<file path="src/ccdiv_pkg.sv">
/*
 * package for the channel clock divider: register offsets, field
 * positions, reset values, source-select codes and the divider states.
 * assumes the register port carries the printed register offsets as
 * plain addresses, eight data bits wide.
 */
package ccdiv_pkg;

    // ----------------------------------------------------------------
    // register map
    // ----------------------------------------------------------------
    localparam int          ADDR_W            = 10;
    localparam int          DATA_W            = 8;
    localparam logic [9:0]  OFS_CYCLE_COUNTS  = 10'h190;
    localparam logic [9:0]  OFS_CONTROL       = 10'h191;
    localparam logic [9:0]  OFS_ROUTING       = 10'h192;
    localparam logic [9:0]  OFS_STATUS        = 10'h1F0;

    // ----------------------------------------------------------------
    // reset values
    // ----------------------------------------------------------------
    localparam logic [7:0]  RST_CYCLE_COUNTS  = 8'h00;
    localparam logic [7:0]  RST_CONTROL       = 8'h80;
    localparam logic [7:0]  RST_ROUTING       = 8'h00;
    localparam logic [7:0]  RD_ZERO           = 8'h00;

    // ----------------------------------------------------------------
    // field positions
    // ----------------------------------------------------------------
    localparam int          LOW_CNT_MSB       = 7;
    localparam int          LOW_CNT_LSB       = 4;
    localparam int          HIGH_CNT_MSB      = 3;
    localparam int          HIGH_CNT_LSB      = 0;
    localparam int          CNT_W             = 4;
    localparam int          BIT_BYPASS        = 7;
    localparam int          BIT_NOSYNC        = 6;
    localparam int          BIT_FORCE_HIGH    = 5;
    localparam int          BIT_START_HIGH    = 4;
    localparam int          PHASE_MSB         = 3;
    localparam int          PHASE_LSB         = 0;
    localparam int          BIT_DIRECT_OUT    = 1;
    localparam int          BIT_DCC_OFF       = 0;
    localparam int          ROUTING_MASK_W    = 2;

    // ----------------------------------------------------------------
    // source select codes for the direct route
    // ----------------------------------------------------------------
    localparam logic [1:0]  SRC_SEL_EXT_CLK   = 2'b00;
    localparam logic [1:0]  SRC_SEL_NONE      = 2'b01;
    localparam logic [1:0]  SRC_SEL_VCO       = 2'b10;

    // ----------------------------------------------------------------
    // divider states, one-hot
    // ----------------------------------------------------------------
    typedef enum logic [4:0] {
        ST_BYPASS = 5'b0_0001,
        ST_HOLD   = 5'b0_0010,
        ST_DELAY  = 5'b0_0100,
        ST_LOW    = 5'b0_1000,
        ST_HIGH   = 5'b1_0000
    } ccdiv_state_t;

    localparam int          STATE_W           = 5;
    localparam logic [3:0]  CNT_ONE           = 4'h1;
    localparam logic [3:0]  CNT_ZERO          = 4'h0;

endpackage : ccdiv_pkg

</file>
<file path="src/ccdiv_sync.sv">
/*
 * two flip-flop synchroniser for one level coming from a pin.
 * assumes the destination logic runs on mclk only.
 */
`timescale 1ns/1ps
`default_nettype none
module ccdiv_sync #(
    parameter logic RST_VAL = 1'b0
) (
    input  wire logic mclk,
    input  wire logic sys_rst,
    input  wire logic pin_in,
    output logic      level_out
);

    logic meta_ff;

    // ------------------------------------------------------------
    // two stages; only the second stage is ever read
    // ------------------------------------------------------------
    always_ff @(posedge mclk or posedge sys_rst) begin
        if (sys_rst) begin
            meta_ff   <= RST_VAL;
            level_out <= RST_VAL;
        end else begin
            meta_ff   <= pin_in;
            level_out <= meta_ff;
        end
    end

endmodule : ccdiv_sync
`default_nettype wire

</file>
<file path="src/ccdiv_regs.sv">
/*
 * register file of the channel clock divider: cycle counts, control,
 * routing, and a read-only status view of the divider.
 * assumes a master that issues one-cycle strobes, never both at once;
 * read data stand only in the cycle after the read strobe.
 */
`timescale 1ns/1ps
`default_nettype none
module ccdiv_regs
    import ccdiv_pkg::*;
(
    input  wire logic               mclk,
    input  wire logic               sys_rst,
    input  wire logic [ADDR_W-1:0]  reg_addr,
    input  wire logic [DATA_W-1:0]  reg_wdata,
    input  wire logic               reg_wr,
    input  wire logic               reg_rd,
    input  wire logic [DATA_W-1:0]  status_in,
    output logic      [DATA_W-1:0]  cycle_counts_ff,
    output logic      [DATA_W-1:0]  control_ff,
    output logic      [DATA_W-1:0]  routing_ff,
    output logic      [DATA_W-1:0]  reg_rdata_ff
);

    logic [DATA_W-1:0] nxt_rdata;

    // ------------------------------------------------------------
    // writes
    // ------------------------------------------------------------
    // RULE4: bypass set, counts zero
    always_ff @(posedge mclk or posedge sys_rst) begin
        if (sys_rst) begin
            cycle_counts_ff <= RST_CYCLE_COUNTS;
            control_ff      <= RST_CONTROL;
            routing_ff      <= RST_ROUTING;
        end else if (reg_wr) begin
            if (reg_addr == OFS_CYCLE_COUNTS) begin
                cycle_counts_ff <= reg_wdata;
            end
            if (reg_addr == OFS_CONTROL) begin
                control_ff <= reg_wdata;
            end
            // only the direct-route and duty bits exist here
            if (reg_addr == OFS_ROUTING) begin
                routing_ff <= {{(DATA_W-ROUTING_MASK_W){1'b0}},
                               reg_wdata[ROUTING_MASK_W-1:0]};
            end
        end
    end

    // ------------------------------------------------------------
    // read mux; unmapped addresses read zero
    // ------------------------------------------------------------
    always_comb begin
        unique case (reg_addr)
            OFS_CYCLE_COUNTS: nxt_rdata = cycle_counts_ff;
            OFS_CONTROL:      nxt_rdata = control_ff;
            OFS_ROUTING:      nxt_rdata = routing_ff;
            OFS_STATUS:       nxt_rdata = status_in;
            default:          nxt_rdata = RD_ZERO;
        endcase
    end

    // data stand one cycle only, zero otherwise
    always_ff @(posedge mclk or posedge sys_rst) begin
        if (sys_rst) begin
            reg_rdata_ff <= RD_ZERO;
        end else if (reg_rd) begin
            reg_rdata_ff <= nxt_rdata;
        end else begin
            reg_rdata_ff <= RD_ZERO;
        end
    end

endmodule : ccdiv_regs
`default_nettype wire

</file>
<file path="src/ccdiv_top.sv">
/*
 * channel clock divider: programmable low/high cycle counts, bypass,
 * chip-level sync obedience, static forcing, start level, coarse phase
 * offset and a direct route of the source to the output pair.
 * assumes the divider input and the direct sources arrive as levels
 * sampled on mclk (mclk at least twice their rate); the sync pin is
 * asynchronous and active low.
 */
`timescale 1ns/1ps
`default_nettype none
// Overview of operation
// RULE1: the output stays low for the upper-nibble count plus one input cycles.
// RULE2: the output stays high for the lower-nibble count plus one input cycles.
// RULE3: with bypass set the divider stops and the input clock passes through.
// RULE4: after reset bypass is one and both cycle counts are zero.
// RULE5: with ignore-sync clear the divider obeys chip sync, set it ignores it.
// RULE6: the force bit sets a static output level only while ignore-sync is set.
// RULE7: with bypass set the force bit has no effect.
// RULE8: the force bit resets to zero, so no high level is forced after reset.
// RULE9: the start bit picks the phase the output starts in on each (re)start.
// RULE10: the start bit resets to zero, a start in the low phase.
// RULE11: a four-bit phase offset delays the start, and resets to zero.
// RULE12: the direct bit routes the selected source straight to the output pair.
// RULE13: the divided period is the low plus the high duration.
// RULE14: an obeyed sync holds the start level and restarts counting on release.
module ccdiv_top
    import ccdiv_pkg::*;
(
    input  wire logic               mclk,
    input  wire logic               sys_rst,
    input  wire logic [ADDR_W-1:0]  reg_addr,
    input  wire logic [DATA_W-1:0]  reg_wdata,
    input  wire logic               reg_wr,
    input  wire logic               reg_rd,
    output logic      [DATA_W-1:0]  reg_rdata,
    input  wire logic               sync_n,
    input  wire logic [1:0]         src_sel,
    input  wire logic               src_clk_lvl,
    input  wire logic               vco_lvl,
    input  wire logic               ext_clk_lvl,
    output logic                    first_output_a,
    output logic                    first_output_b
);

    // ------------------------------------------------------------
    // declarations
    // ------------------------------------------------------------
    logic [DATA_W-1:0]  cycle_counts_ff;
    logic [DATA_W-1:0]  control_ff;
    logic [DATA_W-1:0]  routing_ff;
    logic [DATA_W-1:0]  status_w;
    logic               sync_n_s;
    logic               src_prev_ff;
    logic               src_rise;
    logic [CNT_W-1:0]   low_cnt;
    logic [CNT_W-1:0]   high_cnt;
    logic [CNT_W-1:0]   phase_ofs;
    logic               bypass_bit;
    logic               nosync_bit;
    logic               force_bit;
    logic               start_bit;
    logic               direct_bit;
    logic               hold_req;
    logic               force_act;
    logic               dir_active;
    logic               dir_lvl;
    logic               div_lvl;
    logic               nxt_out;
    ccdiv_state_t       state_ff;
    ccdiv_state_t       nxt_state;
    ccdiv_state_t       start_state;
    logic [CNT_W-1:0]   cnt_ff;
    logic [CNT_W-1:0]   nxt_cnt;
    logic               out_a_ff;
    logic               out_b_ff;

    // ------------------------------------------------------------
    // registers and pin synchroniser
    // ------------------------------------------------------------
    ccdiv_regs u_regs (
        .mclk            (mclk),
        .sys_rst         (sys_rst),
        .reg_addr        (reg_addr),
        .reg_wdata       (reg_wdata),
        .reg_wr          (reg_wr),
        .reg_rd          (reg_rd),
        .status_in       (status_w),
        .cycle_counts_ff (cycle_counts_ff),
        .control_ff      (control_ff),
        .routing_ff      (routing_ff),
        .reg_rdata_ff    (reg_rdata)
    );

    // sync idles high, so the chain resets high to avoid a false hold
    ccdiv_sync #(.RST_VAL(1'b1)) u_sync (
        .mclk      (mclk),
        .sys_rst   (sys_rst),
        .pin_in    (sync_n),
        .level_out (sync_n_s)
    );

    // ------------------------------------------------------------
    // field decode
    // ------------------------------------------------------------
    assign low_cnt    = cycle_counts_ff[LOW_CNT_MSB:LOW_CNT_LSB];
    assign high_cnt   = cycle_counts_ff[HIGH_CNT_MSB:HIGH_CNT_LSB];
    assign phase_ofs  = control_ff[PHASE_MSB:PHASE_LSB];
    assign bypass_bit = control_ff[BIT_BYPASS];
    assign nosync_bit = control_ff[BIT_NOSYNC];
    assign force_bit  = control_ff[BIT_FORCE_HIGH];
    // RULE10: start bit zero after reset gives a low start
    assign start_bit  = control_ff[BIT_START_HIGH];
    assign direct_bit = routing_ff[BIT_DIRECT_OUT];
    assign status_w   = {state_ff, cnt_ff[CNT_W-2:0]};
    assign src_rise   = src_clk_lvl & ~src_prev_ff;

    // RULE5: sync obeyed only with ignore-sync clear
    assign hold_req   = ~sync_n_s & ~nosync_bit;
    // RULE6: forcing needs ignore-sync as well
    // RULE7: and bypass masks it
    assign force_act  = force_bit & nosync_bit & ~bypass_bit;
    // RULE9: first phase after a (re)start follows the start bit
    assign start_state = start_bit ? ST_HIGH : ST_LOW;

    // edge detect of the divider input; one cycle of latency is fine
    always_ff @(posedge mclk or posedge sys_rst) begin
        if (sys_rst) begin
            src_prev_ff <= 1'b0;
        end else begin
            src_prev_ff <= src_clk_lvl;
        end
    end

    // ------------------------------------------------------------
    // divider state machine
    // ------------------------------------------------------------
    always_comb begin
        nxt_state = state_ff;
        nxt_cnt   = cnt_ff;
        // RULE3: bypass wins over everything, divider parked
        if (bypass_bit) begin
            nxt_state = ST_BYPASS;
            nxt_cnt   = CNT_ZERO;
        // RULE14: obeyed sync holds and clears the count
        end else if (hold_req) begin
            nxt_state = ST_HOLD;
            nxt_cnt   = CNT_ZERO;
        end else begin
            unique case (state_ff)
                ST_BYPASS, ST_HOLD: begin
                    // RULE11: nonzero offset delays the first phase
                    nxt_state = (phase_ofs == CNT_ZERO) ? start_state : ST_DELAY;
                    nxt_cnt   = CNT_ZERO;
                end
                ST_DELAY: begin
                    if (src_rise) begin
                        if (cnt_ff == phase_ofs - CNT_ONE) begin
                            nxt_state = start_state;
                            nxt_cnt   = CNT_ZERO;
                        end else begin
                            nxt_cnt = cnt_ff + CNT_ONE;
                        end
                    end
                end
                // RULE1: low lasts low count plus one rises
                // RULE13: period is the two phases back to back
                ST_LOW: begin
                    if (src_rise) begin
                        if (cnt_ff == low_cnt) begin
                            nxt_state = ST_HIGH;
                            nxt_cnt   = CNT_ZERO;
                        end else begin
                            nxt_cnt = cnt_ff + CNT_ONE;
                        end
                    end
                end
                // RULE2: high lasts high count plus one rises
                ST_HIGH: begin
                    if (src_rise) begin
                        if (cnt_ff == high_cnt) begin
                            nxt_state = ST_LOW;
                            nxt_cnt   = CNT_ZERO;
                        end else begin
                            nxt_cnt = cnt_ff + CNT_ONE;
                        end
                    end
                end
                default: begin
                    nxt_state = ST_HOLD;
                    nxt_cnt   = CNT_ZERO;
                end
            endcase
        end
    end

    // state and count registers; reset lands in bypass like the control
    always_ff @(posedge mclk or posedge sys_rst) begin
        if (sys_rst) begin
            state_ff <= ST_BYPASS;
            cnt_ff   <= CNT_ZERO;
        end else begin
            state_ff <= nxt_state;
            cnt_ff   <= nxt_cnt;
        end
    end

    // ------------------------------------------------------------
    // output level selection
    // ------------------------------------------------------------
    always_comb begin
        unique case (state_ff)
            ST_BYPASS:         div_lvl = src_clk_lvl;
            ST_HOLD, ST_DELAY: div_lvl = start_bit;
            ST_LOW:            div_lvl = 1'b0;
            ST_HIGH:           div_lvl = 1'b1;
            default:           div_lvl = 1'b0;
        endcase
    end

    // RULE12: direct route picks vco or external clock, code 01 is a no-op
    assign dir_active = direct_bit & (src_sel != SRC_SEL_NONE) &
                        (src_sel == SRC_SEL_VCO || src_sel == SRC_SEL_EXT_CLK);
    assign dir_lvl    = (src_sel == SRC_SEL_VCO) ? vco_lvl : ext_clk_lvl;

    // RULE6: static level replaces the divided clock while forced
    // RULE8: force bit resets low, so nothing is forced high after reset
    assign nxt_out = dir_active ? dir_lvl :
                     force_act  ? force_bit : div_lvl;

    // output pair, complementary, both straight from flops
    always_ff @(posedge mclk or posedge sys_rst) begin
        if (sys_rst) begin
            out_a_ff <= 1'b0;
            out_b_ff <= 1'b1;
        end else begin
            out_a_ff <= nxt_out;
            out_b_ff <= ~nxt_out;
        end
    end

    assign first_output_a = out_a_ff;
    assign first_output_b = out_b_ff;
endmodule : ccdiv_top
`default_nettype wire

</file>
<file path="config.mk">
export PLATFORM = sky130hd
export DESIGN_NAME = ccdiv_top
export DESIGN_NICKNAME = d
export VERILOG_FILES = /design/src/ccdiv_pkg.sv /design/src/ccdiv_sync.sv /design/src/ccdiv_regs.sv /design/src/ccdiv_top.sv
export SDC_FILE = /design/constraint.sdc
export NUM_CORES = 1
export LEC_CHECK = 0
export BUFFER_PORTS_ARGS = -buffer_cell sky130_fd_sc_hd__buf_4
export CORE_UTILIZATION = 40
export DETAILED_ROUTE_END_ITERATION = 6
export PLACE_DENSITY = 0.62
export SLEW_MARGIN = 10
export SYNTH_ARGS = -nofsm -noshare
export SYNTH_HDL_FRONTEND = slang
export SYNTH_HIERARCHICAL = 1
export SYNTH_SLANG_ARGS = --single-unit
</file>
<file path="constraint.sdc">
create_clock -name mclk -period 2.1 [get_ports mclk]
set_input_delay 0.21 -clock mclk [delete_from_list [all_inputs] [get_ports mclk]]
set_output_delay 0.21 -clock mclk [all_outputs]
set_load 0.05 [all_outputs]
</file>
==> reports/results.tsv <==
stage	metric	value	unit
worst_setup_path	Worst R2R Path Depth	6	
floorplan	# IOs	38	
layout	Post-Layout Inst Area	2690	µm²
worst_setup_path	flop2flop setup slack	0.29	ns
grt	GRT Util Overall	17.4	%
drt	DR iter-0 viols	179	
pwr	Worst VDD drop	0.000386	V
worst_setup_path	Buf/Inv on CP	1	
run	MaxCap Viol Count	0	
placement	I/O Buffers	37	
worst_setup_path	RR Endpoint	state_ff[2]	
timing	worst slew pin tran	0.632	ns
timing	Fin Setup TNS	0	ns
timing	f_max	0.551	GHz
drt	DR DRC count	0	
timing	Final Hold Viols	0	
floorplan	Core Area	5240	µm²
grt	initial antenna violation count	0	
worst_setup_path	crit-path max FO	5	
drt	wire length per cell	14.7	µm
worst_setup_path	crit-path most repeated cell	xnor2_1	
hold_path	worst min path class	in -> reg	
layout	Final #Nets	268	
timing	RSZ-0062 raised after global routing	false	
drt	Vias	1574	
drt	total routed wirelength	4540	µm
layout	share of cells above drive strength 1	39.3	%
worst_setup_path	Critical Path End	state_ff[2]	
clock_network	Sink Count	40	
timing	# setup viols final	0	
floorplan	Rows	26	
pwr	LEAKAGE	1.28	nW
worst_setup_path	Worst path slowest cell	dfrtp_1	
drt	first drt pass iteration count	4	
grt	largest net degree at the start of global routing	16	
layout	antenna fix cells	0	
timing	Final Critical Period	1.81	ns
floorplan	Die Y	76.5	µm
layout	Area growth, synth to finish	21.3	%
drt	DRT antenna net count	0	
clock_network	Root Driver	clkbuf_8	
worst_setup_path	crit path launch	u_regs/control_ff[0]	
grt	global-route wire length before repair	7920	µm
drt	vias per cell	5.09	
synthesis	Synth Area per Inst	11.1	µm²
clock_network	Skew-Pair Late Insertion Delay	0.30	ns
clock_network	Post-CTS Setup Bufs	0	
floorplan	die area	5840	µm²
worst_setup_path	Critical Path AT	1.99	ns
grt	number of global-route vias before repair	1549	
synthesis	Mapped Nets	229	
worst_setup_path	Crit path largest cell delay	0.43	ns
placement	DP HPWL	3500	µm
synthesis	Synth warnings	6	
timing	clk_skew	0.00709	ns
clock_network	clk slew on worst S/H paths	0.08	ns
timing	worst rel slew slack	57.7	%
pwr	Pwr Density	674	nW/µm²
timing	Slew Limit Fails	0	
clock_network	H-tree depth	2	
run_status	outcome	finished, final reports clean	
clock_network	TritonCTS buffer count	5	
worst_setup_path	Crit path depth	6	
worst_setup_path	critical path class	reg -> reg	
worst_setup_path	Critical Path Start Type	flop	
clock_network	worst-case clock buffer depth	2	
placement	DP Area	2540	µm²
worst_setup_path	CP Capture Type	flop	
worst_setup_path	Worst path top cell family by delay	compound AO/OA/AOI/OAI gates	
synthesis	Mapped Area	2220	µm²
worst_setup_path	RR Startpoint	u_regs/control_ff[0]	
placement	RePlAce Congestion	0.935	
layout	fill count	473	
clock_network	CTS tree	built	
timing	Final Cycle Share	86.4	%
worst_setup_path	CP Cell Sequence	inv_1 -> ha_1 -> xnor2_1 -> xnor2_1 -> a41oi_2 -> a221o_1	
worst_setup_path	Critical Path RT	2.27	ns
synthesis	Synth Instances	199	
grt	GRT overflow	0	
floorplan	chip width	76.5	µm
floorplan	Starting Density	42.3	%
metal layers:
layer / track usage [%] / wire length, µm / vias to the layer above
met5: 0 / 0 / -
met3: 4.19 / 178 / 5
met1: 24.5 / 2250 / 756
met2: 25.9 / 2060 / 34
met4: 6.35 / 58 / 0
li1: - / - / 779
per-stage QoR:
stage / total power [mW] / worst slack, ns / instances / hold WS, ns / utilization (%)
after global routing: 1.89 / 0.142 / 309 / 0.00359 / 51.3
final: 1.81 / 0.286 / 309 / 0.0146 / 51.3
after global placement: 1.13 / 0.285 / 300 / 0.257 / 48.6
after detailed placement: 1.14 / 0.240 / 300 / 0.271 / 48.6
after CTS: 1.83 / 0.201 / 309 / 0.0103 / 51.2
after floorplan: 1.04 / 0.458 / 199 / 0.0733 / -
placed cells by master, fill, tap and decap left out, types with 5 or more instances in the layout:
cell type  count
nand2_1       11
a22oi_1        6
nor2_1        19
dfrtp_1       35
inv_1         11
mux2_2        26
nor2b_1        6
dfstp_2        5
o21ai_0        7
xnor2_1        7
xor2_1         9
buf_4         40
clkbuf_8       7
power by group:
group | internal (mW) | switching, mW | total (mW) | leakage, nW
combinational | 0.127 | 0.154 | 0.281 | 0.681
sequential | 0.801 | 0.0431 | 0.844 | 0.534
clock | 0.419 | 0.267 | 0.686 | 0.0645
cell type report:
cell class | count | area, µm² | share of cell area (%)
flip-flops and latches | 40 | 1010 | 37.5
clock buffers | 7 | 96.3 | 3.58
clock inverters | 1 | 30.0 | 1.12
multi-input cells | 139 | 1120 | 41.5
repair buffers | 41 | 310 | 11.5
inverters | 11 | 41.3 | 1.54
well taps | 70 | 87.6 | 3.26
flip-flops by register name, summed over array words and instances (netlist names), 2 cells and up:
signal,flops
u_regs/control_ff,8
u_regs/cycle_counts_ff,8
u_regs/reg_rdata_ff,8
state_ff,5
cnt_ff,4
u_regs/routing_ff,2
what timing repair did:
item / in CTS / in global routing
hold buffers: 1 / 0
endpoints found under the hold margin: 12 / 0
resized for setup: 0 / 1
setup endpoints to repair: 0 / 3
worst min-delay path by stage:
stage	startpoint	to	slack, ns	cells after the start
finish	sync_n	u_sync/meta_ff	0.01	1
global route	sync_n	u_sync/meta_ff	0.004	1
floorplan	sys_rst	cnt_ff[0]	0.07	1
CTS	sync_n	u_sync/meta_ff	0.01	1
detailed placement	sys_rst	u_sync/meta_ff	0.27	2
global placement	sys_rst	u_sync/level_out	0.26	2
No activity file was read; power rests on OpenSTA's default activity.
